===== config.mk =====
export PLATFORM = sky130hd
export DESIGN_NAME = sppc_top
export DESIGN_NICKNAME = d
export VERILOG_FILES = /design/src/rtl/sppc_pkg.sv /design/src/rtl/sppc_top.sv /design/src/rtl/sppc_irq.sv /design/src/rtl/sppc_modf.sv
export SDC_FILE = /design/constraint.sdc
export NUM_CORES = 1
export LEC_CHECK = 0
export BUFFER_PORTS_ARGS = -buffer_cell sky130_fd_sc_hd__buf_2
export CORE_ASPECT_RATIO = 1.75
export CORE_MARGIN = 3
export CORE_UTILIZATION = 30
export DETAILED_ROUTE_END_ITERATION = 8
export GPL_TIMING_DRIVEN = 0
export HOLD_SLACK_MARGIN = 0.15
export PLACE_DENSITY = 0.52
export SLEW_MARGIN = 40
export SYNTH_ARGS = -nofsm -noshare
export SYNTH_HDL_FRONTEND = slang
export SYNTH_SLANG_ARGS = --single-unit

===== constraint.sdc =====
create_clock -name clk_sys -period 2 [get_ports clk_sys]
set_input_delay 0.2 -clock clk_sys [delete_from_list [all_inputs] [get_ports clk_sys]]
set_output_delay 0.2 -clock clk_sys [all_outputs]
set_load 0.03 [all_outputs]

===== src/rtl/sppc_pkg.sv =====
// Package of constants and types for the serial port pin configuration block
package sppc_pkg;

	// Register byte offsets on APB (word aligned)
	localparam logic [7:0]  SPPC_OFF_CTRL0   = 8'h00;   // Synchronous control register 0
	localparam logic [7:0]  SPPC_OFF_DIR     = 8'h04;   // Port direction register
	localparam logic [7:0]  SPPC_OFF_ENABLES = 8'h08;   // Unit enable bits
	localparam logic [7:0]  SPPC_OFF_STATUS  = 8'h0C;   // Sticky event status, read only
	localparam logic [7:0]  SPPC_OFF_IRQ_EN  = 8'h10;   // Interrupt enable
	localparam logic [7:0]  SPPC_OFF_CLEAR   = 8'h14;   // Write one to clear status
	localparam logic [7:0]  SPPC_OFF_PINS    = 8'h18;   // Live pin levels, read only
	localparam logic [7:0]  SPPC_OFF_GPIO    = 8'h1C;   // General purpose output data

	// Control register 0 layout and reset
	localparam logic [15:0] SPPC_CTRL0_RESET = 16'h0104;
	localparam int          SPPC_MASTER_SELECT_BIT_BIT    = 15;      // Master select
	localparam int          SPPC_ODRAIN_BIT  = 14;      // Open-drain select
	localparam int          SPPC_CLOCK_POLARITY_BIT_BIT    = 9;       // Clock polarity
	localparam int          SPPC_CLOCK_PHASE_BIT_BIT    = 8;       // Clock phase

	// Direction register bit positions
	localparam int          SPPC_DIR_MISO    = 0;
	localparam int          SPPC_DIR_MOSI    = 1;
	localparam int          SPPC_DIR_SCK     = 2;
	localparam int          SPPC_DIR_SEL0    = 3;
	localparam int          SPPC_DIR_TX      = 7;
	localparam logic [7:0]  SPPC_DIR_RESET   = 8'h00;

	// Enable register bit positions
	localparam int          SPPC_EN_SYNC     = 0;
	localparam int          SPPC_EN_TX       = 1;

	// Status bit positions
	localparam int          SPPC_ST_MODF     = 0;       // Mode fault
	localparam int          SPPC_ST_ROLECHG  = 1;       // Role changed while enabled
	localparam int          SPPC_NUM_EVENTS  = 2;

	// Pin index in an 8-bit port vector
	localparam int          SPPC_PIN_MISO    = 0;
	localparam int          SPPC_PIN_MOSI    = 1;
	localparam int          SPPC_PIN_SCK     = 2;
	localparam int          SPPC_PIN_SEL0    = 3;
	localparam int          SPPC_PIN_TX      = 7;

	// Slave-select sampling: number of low samples that confirm a fault
	localparam int          SPPC_MODF_FILT   = 2;

	// Pin enable decode: drive level to output enable honouring open-drain
	function automatic logic sppc_oe(input logic drive, input logic level, input logic odrain);
		sppc_oe = drive & (~odrain | ~level);
	endfunction : sppc_oe

endpackage : sppc_pkg


===== src/rtl/sppc_top.sv =====
// Serial port pin configuration: APB registers, pin function mux, mode fault
// Overview of operation
// - Master-in pin direction per role and bit
// - Master-out pin direction per role and bit
// - Clock pin follows role, ignores direction bit
// - Master, select bit clear: low raises fault
// - Slave, bit clear: first select is input
// - Other selects: master per bit, slave inactive
// - Receive pin always input to async unit
// - Clock pin is GPIO until sync enable
// - Transmit pin is GPIO until tx enable
// - Transmit enable forces pin to output
// - Control 0 host read-write, unit read-only
// - Master select: 0 slave, 1 master
// - Open-drain select: 0 push-pull, 1 open-drain
//
// Our own choices: the APB register port and the placing of the registers.
`timescale 1ns/1ps
module sppc_top (
	// Clock and reset
	input  wire logic        clk_sys,
	input  wire logic        rst,
	// APB slave
	input  wire logic        psel,
	input  wire logic        penable,
	input  wire logic        pwrite,
	input  wire logic [7:0]  paddr,
	input  wire logic [31:0] pwdata,
	output logic      [31:0] prdata,
	output logic             pready,
	output logic             pslverr,
	// Sync unit side
	input  wire logic        sync_mosi_out,
	input  wire logic        sync_miso_out,
	input  wire logic        sync_sck_out,
	input  wire logic [3:0]  sync_sel_out,
	output logic             sync_data_in,
	output logic             sync_sck_in,
	output logic             sync_ss_in,
	// Async unit side
	input  wire logic        async_tx_out,
	output logic             async_rx_in,
	// Control 0 fields seen by the sync unit, read only
	output logic [15:0]      ctrl0_view,
	// Port pins: input, output, output enable
	input  wire logic [7:0]  pin_i,
	output logic      [7:0]  pin_o,
	output logic      [7:0]  pin_oe,
	input  wire logic        rx_pin_i,
	// Interrupt
	output logic             irq
);
	import sppc_pkg::*;

	// Software state
	logic [15:0] ctrl0_q, ctrl0_d;         // Synchronous control register 0
	logic [7:0]  dir_q, dir_d;             // Port direction register
	logic [1:0]  en_q, en_d;               // Unit enables
	logic [1:0]  irq_en_q, irq_en_d;       // Interrupt enables
	logic [7:0]  gpio_q, gpio_d;           // GPIO output data
	logic [31:0] prdata_q, prdata_d;       // Registered read data
	logic [SPPC_NUM_EVENTS-1:0] clr;       // Clear strobes
	logic [SPPC_NUM_EVENTS-1:0] events;    // Event pulses
	logic [SPPC_NUM_EVENTS-1:0] status;    // Sticky flags
	logic        access;                   // APB access phase
	logic        wr, rd;
	logic        known;                    // Address is mapped
	logic        fault;                    // Mode fault pulse
	logic        role_q;                   // Previous role for change detect

	// Role and drive decoded from control 0
	logic master, odrain, sync_on, tx_on;
	logic [7:0] drv, lvl;                  // Wanted drive and level per pin

	// Zero wait state slave; unmapped addresses error
	assign access  = psel & penable;
	assign wr      = access & pwrite;
	assign rd      = access & ~pwrite;
	assign pready  = 1'b1;
	assign pslverr = access & ~known;

	// Address decode
	always_comb begin
		unique case (paddr)
			SPPC_OFF_CTRL0, SPPC_OFF_DIR, SPPC_OFF_ENABLES, SPPC_OFF_STATUS,
			SPPC_OFF_IRQ_EN, SPPC_OFF_CLEAR, SPPC_OFF_PINS, SPPC_OFF_GPIO: known = 1'b1;
			default: known = 1'b0;
		endcase
	end

	// Register writes: only the host writes control 0; the unit just reads it
	always_comb begin
		ctrl0_d  = ctrl0_q;
		dir_d    = dir_q;
		en_d     = en_q;
		irq_en_d = irq_en_q;
		gpio_d   = gpio_q;
		clr      = '0;
		if (wr) begin
			unique case (paddr)
				SPPC_OFF_CTRL0:   ctrl0_d  = pwdata[15:0];
				SPPC_OFF_DIR:     dir_d    = pwdata[7:0];
				SPPC_OFF_ENABLES: en_d     = pwdata[1:0];
				SPPC_OFF_IRQ_EN:  irq_en_d = pwdata[SPPC_NUM_EVENTS-1:0];
				SPPC_OFF_CLEAR:   clr      = pwdata[SPPC_NUM_EVENTS-1:0];
				SPPC_OFF_GPIO:    gpio_d   = pwdata[7:0];
				default: begin
					// Read-only or unmapped: ignored
				end
			endcase
		end
	end

	// Read mux into a register
	always_comb begin
		prdata_d = prdata_q;
		if (rd) begin
			unique case (paddr)
				SPPC_OFF_CTRL0:   prdata_d = {16'h0000, ctrl0_q};
				SPPC_OFF_DIR:     prdata_d = {24'h000000, dir_q};
				SPPC_OFF_ENABLES: prdata_d = {30'h0, en_q};
				SPPC_OFF_STATUS:  prdata_d = {30'h0, status};
				SPPC_OFF_IRQ_EN:  prdata_d = {30'h0, irq_en_q};
				SPPC_OFF_PINS:    prdata_d = {23'h0, rx_pin_i, pin_i};
				SPPC_OFF_GPIO:    prdata_d = {24'h000000, gpio_q};
				default:          prdata_d = 32'h00000000;
			endcase
		end
	end

	// Register all software state
	always_ff @(posedge clk_sys) begin
		if (rst) begin
			ctrl0_q  <= SPPC_CTRL0_RESET;
			dir_q    <= SPPC_DIR_RESET;
			en_q     <= 2'h0;
			irq_en_q <= 2'h0;
			gpio_q   <= 8'h00;
			prdata_q <= 32'h00000000;
			role_q   <= 1'b0;
		end else begin
			ctrl0_q  <= ctrl0_d;
			dir_q    <= dir_d;
			en_q     <= en_d;
			irq_en_q <= irq_en_d;
			gpio_q   <= gpio_d;
			prdata_q <= prdata_d;
			role_q   <= master;
		end
	end

	// Read data appears during the access phase from the current read; otherwise the last read is held
	assign prdata     = rd ? prdata_d : prdata_q;
	assign ctrl0_view = ctrl0_q;

	// Control fields; software is expected to set these before enabling
	assign master  = ctrl0_q[SPPC_MASTER_SELECT_BIT_BIT];
	assign odrain  = ctrl0_q[SPPC_ODRAIN_BIT];
	assign sync_on = en_q[SPPC_EN_SYNC];
	assign tx_on   = en_q[SPPC_EN_TX];

	// Pin function mux: decide drive and level for each pin
	always_comb begin
		drv = '0;
		lvl = gpio_q;
		// Master-in pin
		if (master) begin
			drv[SPPC_PIN_MISO] = 1'b0;
		end else begin
			drv[SPPC_PIN_MISO] = dir_q[SPPC_DIR_MISO];
			lvl[SPPC_PIN_MISO] = sync_miso_out;
		end
		// Master-out pin
		if (master) begin
			drv[SPPC_PIN_MOSI] = dir_q[SPPC_DIR_MOSI];
			lvl[SPPC_PIN_MOSI] = sync_mosi_out;
		end else begin
			drv[SPPC_PIN_MOSI] = 1'b0;
		end
		// Clock pin: GPIO until the sync unit is enabled
		if (sync_on) begin
			drv[SPPC_PIN_SCK] = master;
			lvl[SPPC_PIN_SCK] = sync_sck_out;
		end else begin
			drv[SPPC_PIN_SCK] = dir_q[SPPC_DIR_SCK];
		end
		// First select: output only in master with bit set
		if (master && dir_q[SPPC_DIR_SEL0]) begin
			drv[SPPC_PIN_SEL0] = 1'b1;
			lvl[SPPC_PIN_SEL0] = sync_sel_out[0];
		end
		// Other selects: slave role leaves them inactive
		for (int i = 1; i < 4; i++) begin
			if (master) begin
				drv[SPPC_PIN_SEL0+i] = dir_q[SPPC_DIR_SEL0+i];
				lvl[SPPC_PIN_SEL0+i] = sync_sel_out[i];
			end else begin
				drv[SPPC_PIN_SEL0+i] = 1'b0;
			end
		end
		// Transmit pin: enable overrides the direction bit
		if (tx_on) begin
			drv[SPPC_PIN_TX] = 1'b1;
			lvl[SPPC_PIN_TX] = async_tx_out;
		end else begin
			drv[SPPC_PIN_TX] = dir_q[SPPC_DIR_TX];
		end
	end

	// Open-drain drives only low; the pin reads high via the pull-up
	always_comb begin
		for (int i = 0; i < 8; i++) begin
			pin_oe[i] = sppc_oe(drv[i], lvl[i], odrain);
			pin_o[i]  = odrain ? 1'b0 : lvl[i];
		end
	end

	// Inputs to the units; disabled inputs read idle
	assign sync_data_in = master ? (dir_q[SPPC_DIR_MISO] ? 1'b0 : pin_i[SPPC_PIN_MISO])
	                             : (dir_q[SPPC_DIR_MOSI] ? 1'b0 : pin_i[SPPC_PIN_MOSI]);
	assign sync_sck_in  = (sync_on && !master) ? pin_i[SPPC_PIN_SCK] : 1'b0;
	assign sync_ss_in   = (!master && !dir_q[SPPC_DIR_SEL0]) ? pin_i[SPPC_PIN_SEL0] : 1'b1;
	assign async_rx_in  = rx_pin_i;

	// Mode fault watcher, armed only in master role with the select as input
	sppc_modf #(
		.FILT    (SPPC_MODF_FILT)
	) u_modf (
		.clk_sys (clk_sys),
		.rst     (rst),
		.armed   (master & sync_on & ~dir_q[SPPC_DIR_SEL0]),
		.sel_in  (pin_i[SPPC_PIN_SEL0]),
		.fault   (fault)
	);

	// Events: mode fault and a role flip while the unit runs
	assign events[SPPC_ST_MODF]    = fault;
	assign events[SPPC_ST_ROLECHG] = sync_on & (role_q != master);

	// Status, enable and interrupt
	sppc_irq #(
		.N         (SPPC_NUM_EVENTS)
	) u_irq (
		.clk_sys   (clk_sys),
		.rst       (rst),
		.event_in  (events),
		.clear_in  (clr),
		.enable_in (irq_en_q),
		.status    (status),
		.irq       (irq)
	);

	// Checks
	miso_master_a: assert property (@(posedge clk_sys) disable iff (rst)
		master |-> !pin_oe[SPPC_PIN_MISO])
		else $error("master-in driven in master role");
	mosi_slave_a: assert property (@(posedge clk_sys) disable iff (rst)
		!master |-> !pin_oe[SPPC_PIN_MOSI])
		else $error("master-out driven in slave role");
	sck_role_a: assert property (@(posedge clk_sys) disable iff (rst)
		(sync_on && !master) |-> !pin_oe[SPPC_PIN_SCK] && sync_sck_in == pin_i[SPPC_PIN_SCK])
		else $error("clock pin wrong in slave role");
	ss_slave_a: assert property (@(posedge clk_sys) disable iff (rst)
		(!master && !dir_q[SPPC_DIR_SEL0]) |-> sync_ss_in == pin_i[SPPC_PIN_SEL0])
		else $error("slave select not routed");
	sel_slave_a: assert property (@(posedge clk_sys) disable iff (rst)
		!master |-> pin_oe[6:4] == 3'b000)
		else $error("select driven in slave role");
	rx_route_a: assert property (@(posedge clk_sys) async_rx_in == rx_pin_i)
		else $error("receive pin not routed");
	sck_gpio_a: assert property (@(posedge clk_sys) disable iff (rst)
		(!sync_on && !odrain) |-> pin_oe[SPPC_PIN_SCK] == dir_q[SPPC_DIR_SCK])
		else $error("clock pin not gpio");
	tx_force_a: assert property (@(posedge clk_sys) disable iff (rst)
		(tx_on && !odrain) |-> pin_oe[SPPC_PIN_TX] && pin_o[SPPC_PIN_TX] == async_tx_out)
		else $error("transmit pin not forced out");
	ctrl_write_a: assert property (@(posedge clk_sys) disable iff (rst)
		(wr && paddr == SPPC_OFF_CTRL0) |=> ctrl0_q == $past(pwdata[15:0]))
		else $error("control write lost");
	odrain_low_a: assert property (@(posedge clk_sys) disable iff (rst)
		odrain |-> pin_o == 8'h00)
		else $error("open-drain drove high");
	modf_flag_a: assert property (@(posedge clk_sys) disable iff (rst)
		fault |=> status[SPPC_ST_MODF])
		else $error("mode fault not flagged");

	// Routing and drive checks that the role tests above leave open
	miso_in_a: assert property (@(posedge clk_sys) disable iff (rst)
		(master && !dir_q[SPPC_DIR_MISO]) |-> sync_data_in == pin_i[SPPC_PIN_MISO])
		else $error("master-in not routed");
	sel0_out_a: assert property (@(posedge clk_sys) disable iff (rst)
		(master && dir_q[SPPC_DIR_SEL0] && !odrain)
		|-> pin_oe[SPPC_PIN_SEL0] && pin_o[SPPC_PIN_SEL0] == sync_sel_out[0])
		else $error("first select not driven");
	// Push-pull only: open-drain releases a high level
	tx_gpio_a: assert property (@(posedge clk_sys) disable iff (rst)
		(!tx_on && !odrain) |-> pin_oe[SPPC_PIN_TX] == dir_q[SPPC_DIR_TX])
		else $error("transmit pin not gpio");

	cov_master_c: cover property (@(posedge clk_sys) sync_on && master);
	cov_slave_c:  cover property (@(posedge clk_sys) sync_on && !master);
	cov_fault_c:  cover property (@(posedge clk_sys) fault);
	cov_irq_c:    cover property (@(posedge clk_sys) irq);

endmodule : sppc_top


===== src/rtl/sppc_irq.sv =====
// Sticky event status, enable mask and interrupt output
`timescale 1ns/1ps
module sppc_irq #(
	parameter int N = 2
) (
	// Clock and reset
	input  wire logic         clk_sys,
	input  wire logic         rst,
	// Events and software controls
	input  wire logic [N-1:0] event_in,
	input  wire logic [N-1:0] clear_in,
	input  wire logic [N-1:0] enable_in,
	// Results
	output logic      [N-1:0] status,
	output logic              irq
);
	import sppc_pkg::*;

	logic [N-1:0] status_q;   // Sticky flags
	logic [N-1:0] status_d;   // Next flags

	// Set wins over a clear in the same cycle
	always_comb begin
		status_d = (status_q & ~clear_in) | event_in;
	end

	// Register flags
	always_ff @(posedge clk_sys) begin
		if (rst) begin
			status_q <= '0;
		end else begin
			status_q <= status_d;
		end
	end

	assign status = status_q;
	assign irq    = |(status_q & enable_in);

	set_wins_a: assert property (@(posedge clk_sys) disable iff (rst)
		(event_in != '0) |=> ((status_q & $past(event_in)) == $past(event_in)))
		else $error("event flag lost");

endmodule : sppc_irq


===== src/rtl/sppc_modf.sv =====
// Slave-select mode fault detector with a short glitch filter
`timescale 1ns/1ps
module sppc_modf #(
	parameter int FILT = 2
) (
	// Clock and reset
	input  wire logic clk_sys,
	input  wire logic rst,
	// Qualifier and pin level
	input  wire logic armed,
	input  wire logic sel_in,
	// Fault pulse
	output logic      fault
);
	import sppc_pkg::*;

	logic [FILT-1:0] hist_q;   // Recent low samples
	logic [FILT-1:0] hist_d;
	logic            fault_q;  // Registered one-cycle pulse
	logic            fault_d;

	// Shift in low samples only while armed, so a role change clears history
	always_comb begin
		hist_d  = armed ? {hist_q[FILT-2:0], ~sel_in} : '0;
		fault_d = armed & (&hist_d) & ~(&hist_q);
	end

	// Register history and pulse
	always_ff @(posedge clk_sys) begin
		if (rst) begin
			hist_q  <= '0;
			fault_q <= 1'b0;
		end else begin
			hist_q  <= hist_d;
			fault_q <= fault_d;
		end
	end

	assign fault = fault_q;

	fault_cause_a: assert property (@(posedge clk_sys) disable iff (rst)
		fault |-> $past(armed) && !$past(sel_in))
		else $error("fault without low select");

endmodule : sppc_modf


==> summary.md, run 1 <==
| Metric | Value |
|---|---|
| Core ar. | `11,200 um2` |
| Static leakage | `2.14 nW` |
| Cell Area, Synth | `3450 um2` |
| Commonest register cell after synthesis | `dfxtp_1` |
| Ant. Diodes | `0` |
| Worst Hold End | `dir_q[3]` |
| Area contributors post-synth | `dfxtp_1, nand2_1, a21oi_1` |
| Crit share post-route | `0.971` |
| Endpoint arrival time on the critical path | `between 1500 and 2000 ps` |
| Final Hold Viols | `0` |
| Vias | `between 3,000 and 4,000` |
| Htree depth | `3` |
| Crit-path max cell delay | `280 ps` |
| Post-synth top cells | `dfxtp_1, nand2_1, a21oi_1` |
| Setup Skew | `~5.9 ps` |
| Met2 Usage GRT | `0.317` |
| WL per Instance | `16.9 um` |
| Max_cap viols | `0` |
| Most common cell in the netlist | `dfxtp_1` |
| Starting Density | `0.309` |
| Critical path cell sequence | `buf_2 > nand3b_1 > buf_4 > clkbuf_2 > clkbuf_2 > a22o_1 > buf_4` |
| CP delay by family, top | `buffers and inverters` |
| RePlAce Congestion | `slightly above 0.8` |
| Syn. warnings | `0` |
| Syn nets | `460` |
| R2R depth | `5` |
| Register Area | `between 1000 and 1500 um2` |
| Area Overhead vs Synth | `40.9%` |
| Filler cells | `roughly 1,100` |
| Initial antenna violation count | `0` |
| Reg-to-reg slack, setup | `slightly above 600 ps` |
| Unique masters post-synth | `between 40 and 50` |
| I/O Buffers | `113` |
| Post-synth top area cell | `dfxtp_1` |
| Outcome | `finished clean` |
| Gr usage total | `0.182` |
| Setup crit start kind | `primary input` |
| Largest net degree at the start of global routing | `13` |
| Buffers & Inverters on Critical Path | `5` |
| R2R Path End | `prdata_q[4]` |
| Site Rows | `51` |
| Tightest Pin Transition | `approximately 840 ps` |
| Multi-input logic area | `approximately 1900 um2` |
| Clock Tree Root | `clkbuf_16` |
| Power Density | `~700 nW/um2` |
| EDFF count, synth | `0` |
| CTS buffer count | `9` |
| Initial DRC count | `approximately 160` |
| Slew Limit Headroom | `0.434` |
| Flops & latches, synth | `74` |
| Area share of the largest cell type after synthesis | `0.429` |
| Max FO, Critical Path | `10` |
| Die Span X | `87.1 um` |
| Drt pass-1 iters | `4` |
| CTS tree | `yes` |
| FFs w/ async S/R, synth | `0` |
| Power, Total | `around 3.5 mW` |
| Post-Syn Instances | `approximately 400` |
| Worst VDD drop | `between 0.0005 and 0.0006 V` |
| WHS Path Cells | `3` |
| Vias in the first global route | `3,378` |
| Clock latency on the worst-skew pair | `330 ps` |
| Layout cells sized above 1 | `0.337` |
| Max-slew violation count | `0` |
| Final instance area | `a little under 5000 um2` |
| GR Layer Usage met1 | `0.209` |
| Setup crit start | `pwrite` |
| HP Class | `in -> reg` |
| Final nets | `between 600 and 700` |
| Met3 usage | `0.0390` |
| Gr busiest metal | `met2` |
| Post-DP HPWL | `~8900 um` |
| GR Overflow Total | `0` |
| Placed cell areas | `~4200 um2` |
| Mean post-synth cell area | `~8.7 um2` |
| Hold Startpoint | `pwdata[3]` |
| Die Height | `148 um` |
| Residual DRC | `0` |
| Critical path type | `in -> out` |
| CP max stage cell | `nand3b_1` |
| Tmin final | `between 1500 and 2000 ps` |
| Clock sink total | `74` |
| Final Core Density | `0.435` |
| Routed wire length | `11,500 um` |
| Post-DRT Antenna Nets | `0` |
| First-pass GRT wire length | `~18,000 um` |
| Clk pin slew, worst setup/hold paths | `approximately 60 ps` |
| CP Data Required Time | `roughly 1800 ps` |
| CTS max path bufs | `2` |
| Sequential cell area fraction in the yosys report | `0.429` |
| Setup crit end kind | `primary output` |
| Fmax | `slightly above 500 MHz` |
| Endpoints failing setup | `0` |
| IO Pins | `between 100 and 150` |
| Die area | `12,900 um2` |
| Reg2reg start | `dir_q[4]` |
| Via-per-instance ratio | `5.08` |
cells by family after synthesis:
kind of cell,Yosys count,synth area share
AO/OA/AOI/OAI,84,0.175
XOR/XNOR,1,0.00254
flip-flops,74,0.429
buffers and inverters,36,0.0515
other,1,0.00109
multiplexers,21,0.0613
AND/OR/NAND/NOR,181,0.279
what timing repair did:
action / in CTS / in global routing
setup endpoints to repair: 35 / 29
hold buffers: 15 / 0
setup buffers: 2 / 4
gates resized for setup: 27 / 33
cloned: 0 / 0
pin swaps: 3 / 6
endpoints found under the hold margin: 20 / 0
registers in the layout (all words and copies together), names as in the netlist:
register       flops
dir_q              8
u_irq.status       2
u_modf.hist_q      2
gpio_q             8
en_q               2
irq_en_q           2
role_q             1
ctrl0_view        16
prdata_q          32
u_modf.fault       1
how the worst max path moves through the flow:
stage	endpoint	slack (ps)	depth (start not counted)
floorplan	prdata[0]	10	5
global placement	prdata[3]	-480	7
detailed placement	prdata[5]	-500	7
CTS	prdata[8]	2	7
global route	prdata[1]	-0.9	6
finish	prdata[3]	60	7
metrics by stage:
step           hold WS, ps  setup TNS (ps)  cells  setup WS [ps]
3_3_place_gp           382          -13680    643           -483
5_1_grt                167          -0.949    678         -0.949
2_1_floorplan          276               0    398           14.2
3_5_place_dp           390          -15400    643           -499
6_report               161               0    678           58.1
4_1_cts                151               0    674           2.27
power breakdown:
group,switching (mW),internal (mW)
Sequential,0.000295,1.47
Combinational,0.146,0.0968
Clock,0.623,1.16
Total,0.770,2.73
metal layers:
layer / share of wire / vias up / wire, um
met3: 0.048 / 23 / 552
li1: - / 1714 / -
met5: 0 / - / 0
met1: 0.40 / 1595 / 4630
met2: 0.52 / 115 / 5920
met4: 0.031 / 0 / 358
final cells by class:
class,instances,area share
multi-input cells,288,0.383
plain buffers,30,0.0378
inverters,4,0.00309
repair buffers,134,0.168
clock inverters,4,0.0152
flip-flops and latches,74,0.307
well taps,132,0.0340
clock buffers,12,0.0528
cell usage in the layout, fill, tap and decap left out, types with 5 or more instances in the layout:
| master | n |
|---|---|
| a21oi_1 | 35 |
| a21oi_2 | 5 |
| a221o_1 | 7 |
| a22o_1 | 13 |
| a32o_1 | 6 |
| and2_1 | 29 |
| and3_1 | 19 |
| buf_2 | 106 |
| buf_4 | 15 |
| buf_6 | 10 |
| clkbuf_1 | 12 |
| clkbuf_16 | 9 |
| clkbuf_2 | 5 |
| dfxtp_1 | 69 |
| dlygate4sd3_1 | 15 |
| mux2i_1 | 20 |
| nand2_1 | 54 |
| nand3_1 | 19 |
| nor2_1 | 24 |
| or3_1 | 5 |
| or3b_2 | 5 |
worst reg2reg max path, stage by stage, from the launching register on:
cell	delay [ps]
dfxtp_2	350
or3b_2	450
a21oi_2	140
a221o_1	160
buf_4	120
a32o_1	110
No activity file was read; power rests on OpenSTA's default activity.
==> run 2: changes to the inputs <==
--- a/config.mk
+++ b/config.mk
@@ -6,7 +6,7 @@
 export NUM_CORES = 1
 export LEC_CHECK = 0
 export BUFFER_PORTS_ARGS = -buffer_cell sky130_fd_sc_hd__buf_2
-export CORE_ASPECT_RATIO = 1.75
+export CORE_ASPECT_RATIO = 1.25
 export CORE_MARGIN = 3
 export CORE_UTILIZATION = 30
 export DETAILED_ROUTE_END_ITERATION = 8
==> summary.md, run 2 (synthesis gave the netlist of run 1 again) <==
| Metric | Value |
|---|---|
| Residual DRC | `0 (unchanged)` |
| Max FO, Critical Path | `10 (unchanged)` |
| RePlAce Congestion | `0.819 (-0.35%)` |
| Power Density | `695 nW/um2 (-3.5%)` |
| Area Overhead vs Synth | `39.3%` |
| Initial DRC count | `148 (-8.6%)` |
| Htree depth | `3 (unchanged)` |
| Die Height | `126 um (-15%)` |
| Most common cell after layout, fill and taps aside | `buf_2` |
| Final std cells w/o fill | `680 (+0.29%)` |
| Power, Total | `3.34 mW (-4.5%)` |
| First-pass GRT wire length | `17,800 um (-2.2%)` |
| CP Data Required Time | `1800 ps (about the same)` |
| Routed wire length | `11,200 um (-2.6%)` |
| Endpoint arrival time on the critical path | `1790 ps (+50 ps)` |
| Clock sink total | `74 (unchanged)` |
| Hold_ws | `184 ps (+22.8 ps)` |
| Setup crit end kind | `primary output` |
| Outcome | `finished clean` |
| Die Span X | `102 um (+17%)` |
| Endpoints failing setup | `0 (unchanged)` |
| Clock Tree Root | `clkbuf_16` |
| Max FFs per register | `32 (unchanged)` |
| IO Pins | `133 (unchanged)` |
| Post-DP HPWL | `8610 um (-2.9%)` |
| Gr usage total | `0.178 (-0.00407)` |
| Most frequent cells in the layout | `buf_2, dfxtp_1, nand2_1, a21oi_1, and2_1` |
| Tmin final | `1990 ps (+48.6 ps)` |
| Vias in the first global route | `3,369 (-0.27%)` |
| Max-slew violation count | `0 (unchanged)` |
| Crit share post-route | `0.995 (+0.0243)` |
| Clk pin slew, worst setup/hold paths | `60 ps (about the same)` |
| Placed Cells | `646 (+0.47%)` |
| Critical path cell sequence | `buf_6 > or4b_2 > nor3_1 > a221oi_2 > a21oi_1 > buf_4` |
| Vias | `3,429 (-0.52%)` |
| Clock latency on the worst-skew pair | `330 ps (about the same)` |
| Final nets | `603 (unchanged)` |
| Tightest Pin Transition | `554 ps (-288 ps)` |
| I/O Buffers | `113 (unchanged)` |
| CTS tree | `yes` |
| WL per Instance | `16.4 um (-2.9%)` |
| Slew Limit Headroom | `0.631 (+0.197)` |
| CP max stage cell | `or4b_2` |
| GR Overflow Total | `0 (unchanged)` |
| Worst VDD drop | `0.000321 V (-39%)` |
| Crit-path max cell delay | `720 ps (+440 ps)` |
| Setup crit start kind | `primary input` |
| Reg with most FFs | `prdata_q` |
| Ant. Diodes | `0 (unchanged)` |
| Filler cells | `1,182 (+6.9%)` |
| Post-DRT Antenna Nets | `0 (unchanged)` |
| CTS buffer count | `9 (unchanged)` |
| Core ar. | `11,200 um2 (+0.21%)` |
| Drt pass-1 iters | `4 (unchanged)` |
| Buffers & Inverters on Critical Path | `2 (-3)` |
| Critical path type | `in -> out` |
| Max_cap viols | `0 (unchanged)` |
| Fmax | `502 MHz (-2.4%)` |
| Setup Skew | `3.06 ps (-2.87 ps)` |
| Initial antenna violation count | `0 (unchanged)` |
| CTS max path bufs | `2 (unchanged)` |
| Reg-to-reg slack, setup | `630 ps (about the same)` |
| Largest net degree at the start of global routing | `13 (unchanged)` |
| Layout cells sized above 1 | `0.328 (-0.00856)` |
| Starting Density | `0.308 (-0.000656)` |
| Static leakage | `2.11 nW (-1.3%)` |
| HP Class | `in -> reg` |
| Post-Route Setup TNS | `0 ps (unchanged)` |
| Final Core Density | `0.429 (-0.00584)` |
| Site Rows | `43 (-16%)` |
| Die area | `12,800 um2 (-0.33%)` |
| Via-per-instance ratio | `5.04 (-0.81%)` |
| RSZ-0062 raised after global routing | `yes` |
| Final Hold Viols | `0 (unchanged)` |
| CP delay by family, top | `simple AND/OR/NAND/NOR gates` |
[run 2: cell count changes in the layout (fill, tap and decap cells not counted), moves of 2 or more]
| cell | change |
|---|---|
| a21oi_1 | +2 |
| a21oi_2 | -2 |
| a221oi_1 | -2 |
| a221oi_2 | +2 |
| buf_2 | +2 |
| buf_6 | -4 |
[run 2: layout make-up]
class | instances | area [um2] | area share
tap | 135 | 169 | 0.0352
inverter | 4 | 15.0 | 0.00312
clock buffer | 11 | 253 | 0.0526
timing repair buffer | 135 | 811 | 0.169
sequential | 74 | 1490 | 0.310
buffer | 29 | 173 | 0.0359
multi-input combinational | 288 | 1840 | 0.384
clock inverter | 4 | 51.3 | 0.0107
[run 2: worst register-to-register path: cells and delay by family, from the launching register on]
kind	cells	cell delay, ps
simple gates	1	440
buf+inv	1	110
flops	1	340
compound gates	3	430
[run 2: per-layer routing]
metal | vias to the layer above | global-route usage | share of wire
li1 | 1708 | - | -
met1 | 1595 | 0.233 | 0.45
met2 | 112 | 0.287 | 0.48
met3 | 14 | 0.0349 | 0.053
met4 | 0 | 0.0741 | 0.021
met5 | - | 0 | 0
[run 2: power by group]
group,internal (mW),switching (mW)
Clock,1.03,0.606
Sequential,1.47,0.000298
Combinational,0.0944,0.142
Total,2.59,0.748
[run 2: worst paths after layout]
kind,to,cells after the start,from
hold / removal,ctrl0_view[1],3,pwdata[1]
setup / recovery,prdata[0],6,paddr[2]
hold reg to reg,u_modf.fault,1,u_modf.hist_q[1]
setup reg to reg,prdata_q[5],5,dir_q[5]
[run 2: through the flow]
stage               area, um2  setup WS [ps]
floorplan                3450           14.2
global placement         4180           -489
detailed placement       4180           -529
CTS                      4730           3.53
global route             4800          -30.6
finish                   4800           9.52
[run 2: what timing repair did]
item | CTS | global route
hold endpoints to repair | 20 | 0
resized for setup | 22 | 22
hold buffers | 16 | 0
buffers inserted | 3 | 2
pin swaps | 2 | 2
setup endpoints to repair | 34 | 34
==> run 3: changes to the inputs <==
--- a/config.mk
+++ b/config.mk
@@ -13,6 +13,7 @@
 export GPL_TIMING_DRIVEN = 0
 export HOLD_SLACK_MARGIN = 0.15
 export PLACE_DENSITY = 0.52
+export REMOVE_ABC_BUFFERS = 1
 export SLEW_MARGIN = 40
 export SYNTH_ARGS = -nofsm -noshare
 export SYNTH_HDL_FRONTEND = slang
==> summary.md, run 3 (synthesis gave the netlist of run 1 again) <==
| Metric | Value |
|---|---|
| Max-slew violation count | `0 (unchanged)` |
| Internal power | `2.46 mW (-5.0%)` |
| CTS max path bufs | `2 (unchanged)` |
| Sequential group share of total power | `0.460 (+0.019)` |
| Power Density | `688 nW/um2 (-1.1%)` |
| Starting Density | `0.308 (unchanged)` |
| Clock sink total | `74 (unchanged)` |
| Post-DP HPWL | `7470 um (-13%)` |
| Final Core Density | `0.416 (-0.0134)` |
| Critical path cell sequence | `or3b_2 > a21oi_2 > a221o_1 > a22o_1 > buf_4` |
| Placed cell areas | `4070 um2 (-2.6%)` |
| Most common cell after layout, fill and taps aside | `buf_2` |
| Final std cells w/o fill | `659 (-3.1%)` |
| Setup crit start kind | `register` |
| Core ar. | `11,200 um2 (unchanged)` |
| Die Span X | `102 um (unchanged)` |
| Gate power share | `0.070 (about the same)` |
| Endpoints failing setup | `0 (unchanged)` |
| Static leakage | `2.04 nW (-3.5%)` |
| Clock Tree Root | `clkbuf_16` |
| Filler cells | `1,161 (-1.8%)` |
| Fmax | `519 MHz (+3.4%)` |
| WL per Instance | `16.4 um (-0.21%)` |
| Via-per-instance ratio | `5.09 (+0.96%)` |
| Routed wire length | `10,800 um (-3.3%)` |
| Vias in the first global route | `3,296 (-2.2%)` |
| Area Overhead vs Synth | `34.9%` |
| Setup Skew | `5.82 ps (+2.76 ps)` |
| Worst slack, placed | `-432 ps (+97.3 ps)` |
| Worst VDD drop | `0.000328 V (+2.2%)` |
| Endpoint arrival time on the critical path | `1730 ps (-60 ps)` |
| Initial DRC count | `197 (+33%)` |
| Die Height | `126 um (unchanged)` |
| Final nets | `581 (-3.6%)` |
| Clock power share | `0.470 (-0.018)` |
| Htree depth | `3 (unchanged)` |
| CP max stage cell | `or3b_2` |
| Final instance area | `4650 um2 (-3.1%)` |
| IO Pins | `133 (unchanged)` |
| Most frequent cells in the layout | `buf_2, dfxtp_1, nand2_1, a21oi_1, and2_1` |
| Ant. Diodes | `0 (unchanged)` |
| Gr usage total | `0.171 (-0.00782)` |
| RePlAce Congestion | `0.810 (-1.1%)` |
| HP Class | `in -> reg` |
| Reg with most FFs | `prdata_q` |
| Drt pass-1 iters | `4 (unchanged)` |
| Clock latency on the worst-skew pair | `330 ps (about the same)` |
| Net switching power | `736 uW (-1.6%)` |
| Post-DRT Antenna Nets | `0 (unchanged)` |
| Crit-path max cell delay | `460 ps (-260 ps)` |
| Slew Limit Headroom | `0.470 (-0.161)` |
| Max_cap viols | `0 (unchanged)` |
| Largest net degree at the start of global routing | `41 (+28)` |
| Setup crit end kind | `primary output` |
| Max FFs per register | `32 (unchanged)` |
| Critical path type | `reg -> out` |
| Placed Cells | `620 (-4.0%)` |
| First-pass GRT wire length | `17,100 um (-3.8%)` |
| Clk pin slew, worst setup/hold paths | `60 ps (about the same)` |
| Sw frac | `0.230 (+0.00623)` |
| CTS buffer count | `9 (unchanged)` |
| Vias | `3,355 (-2.2%)` |
| CTS tree | `yes` |
| Crit share post-route | `0.963 (-0.0326)` |
| Post-Route Setup TNS | `0 ps (unchanged)` |
| Die area | `12,800 um2 (unchanged)` |
| CP Data Required Time | `1800 ps (about the same)` |
| GR Overflow Total | `0 (unchanged)` |
| Layout cells sized above 1 | `0.332 (+0.00362)` |
| Tightest Pin Transition | `795 ps (+241 ps)` |
| Initial antenna violation count | `0 (unchanged)` |
| Max FO, Critical Path | `8 (-2)` |
| Setup ws final | `74.8 ps (+65.2 ps)` |
| Outcome | `finished clean` |
| Residual DRC | `0 (unchanged)` |
| Final Hold Viols | `0 (unchanged)` |
| Site Rows | `43 (unchanged)` |
| Tmin final | `1930 ps (-65.2 ps)` |
| I/O Buffers | `115 (+1.8%)` |
| RSZ-0062 raised after global routing | `no` |
-- run 3: cell type report --
type                            count  area (um2)  share of cell area
Timing Repair Buffer              142         850               0.183
Sequential cell                    74        1490               0.321
Clock inverter                      4        26.3             0.00565
Clock buffer                       12         256              0.0551
Multi-Input combinational cell    288        1850               0.397
Inverter                            4        15.0             0.00323
Tap cell                          135         169              0.0363
-- run 3: final timing paths --
path	startpoint	endpoint	slack, ps	cells after the start
hold reg to reg	u_modf.hist_q[1]	u_modf.fault	390	1
setup reg to reg	ctrl0_view[15]	u_modf.fault	660	3
setup / recovery	dir_q[3]	prdata[3]	70	5
hold / removal	pwdata[0]	ctrl0_view[0]	190	3
-- run 3: worst max-delay path: cells and delay by family (launching register included) --
family / cells / cell delay, ps
simple gates: 1 / 460
flops: 1 / 380
compound gates: 3 / 400
buf+inv: 1 / 160
-- run 3: per-stage QoR --
stage	total power [mW]	hold slack, ps
final	3.20	188
after global routing	3.32	194
after CTS	3.23	181
after detailed placement	1.70	385
after global placement	1.69	381
after floorplan	1.57	269
-- run 3: what timing repair did --
action                                  CTS  global route
hold endpoints to repair                 19             0
resized for setup                        15            18
pin swaps                                 4             1
gates cloned                              0             0
hold buffers                             15             0
endpoints found under the setup margin   16            16
buffers inserted                          5             3
-- run 3: routing by layer --
metal | wire length, um | global-route usage
met5 | 0 | 0
met3 | 496 | 0.0288
met4 | 140 | 0.0641
met2 | 5290 | 0.287
met1 | 4860 | 0.217
-- run 3: power by group through the flow --
stage          sequential [mW]  clock (mW)  combinational, mW
2_1_floorplan             1.51           0             0.0659
4_1_cts                   1.47        1.53              0.220
3_3_place_gp              1.51           0              0.183
5_1_grt                   1.47        1.61              0.245
6_report                  1.47        1.50              0.224
3_5_place_dp              1.51           0              0.189
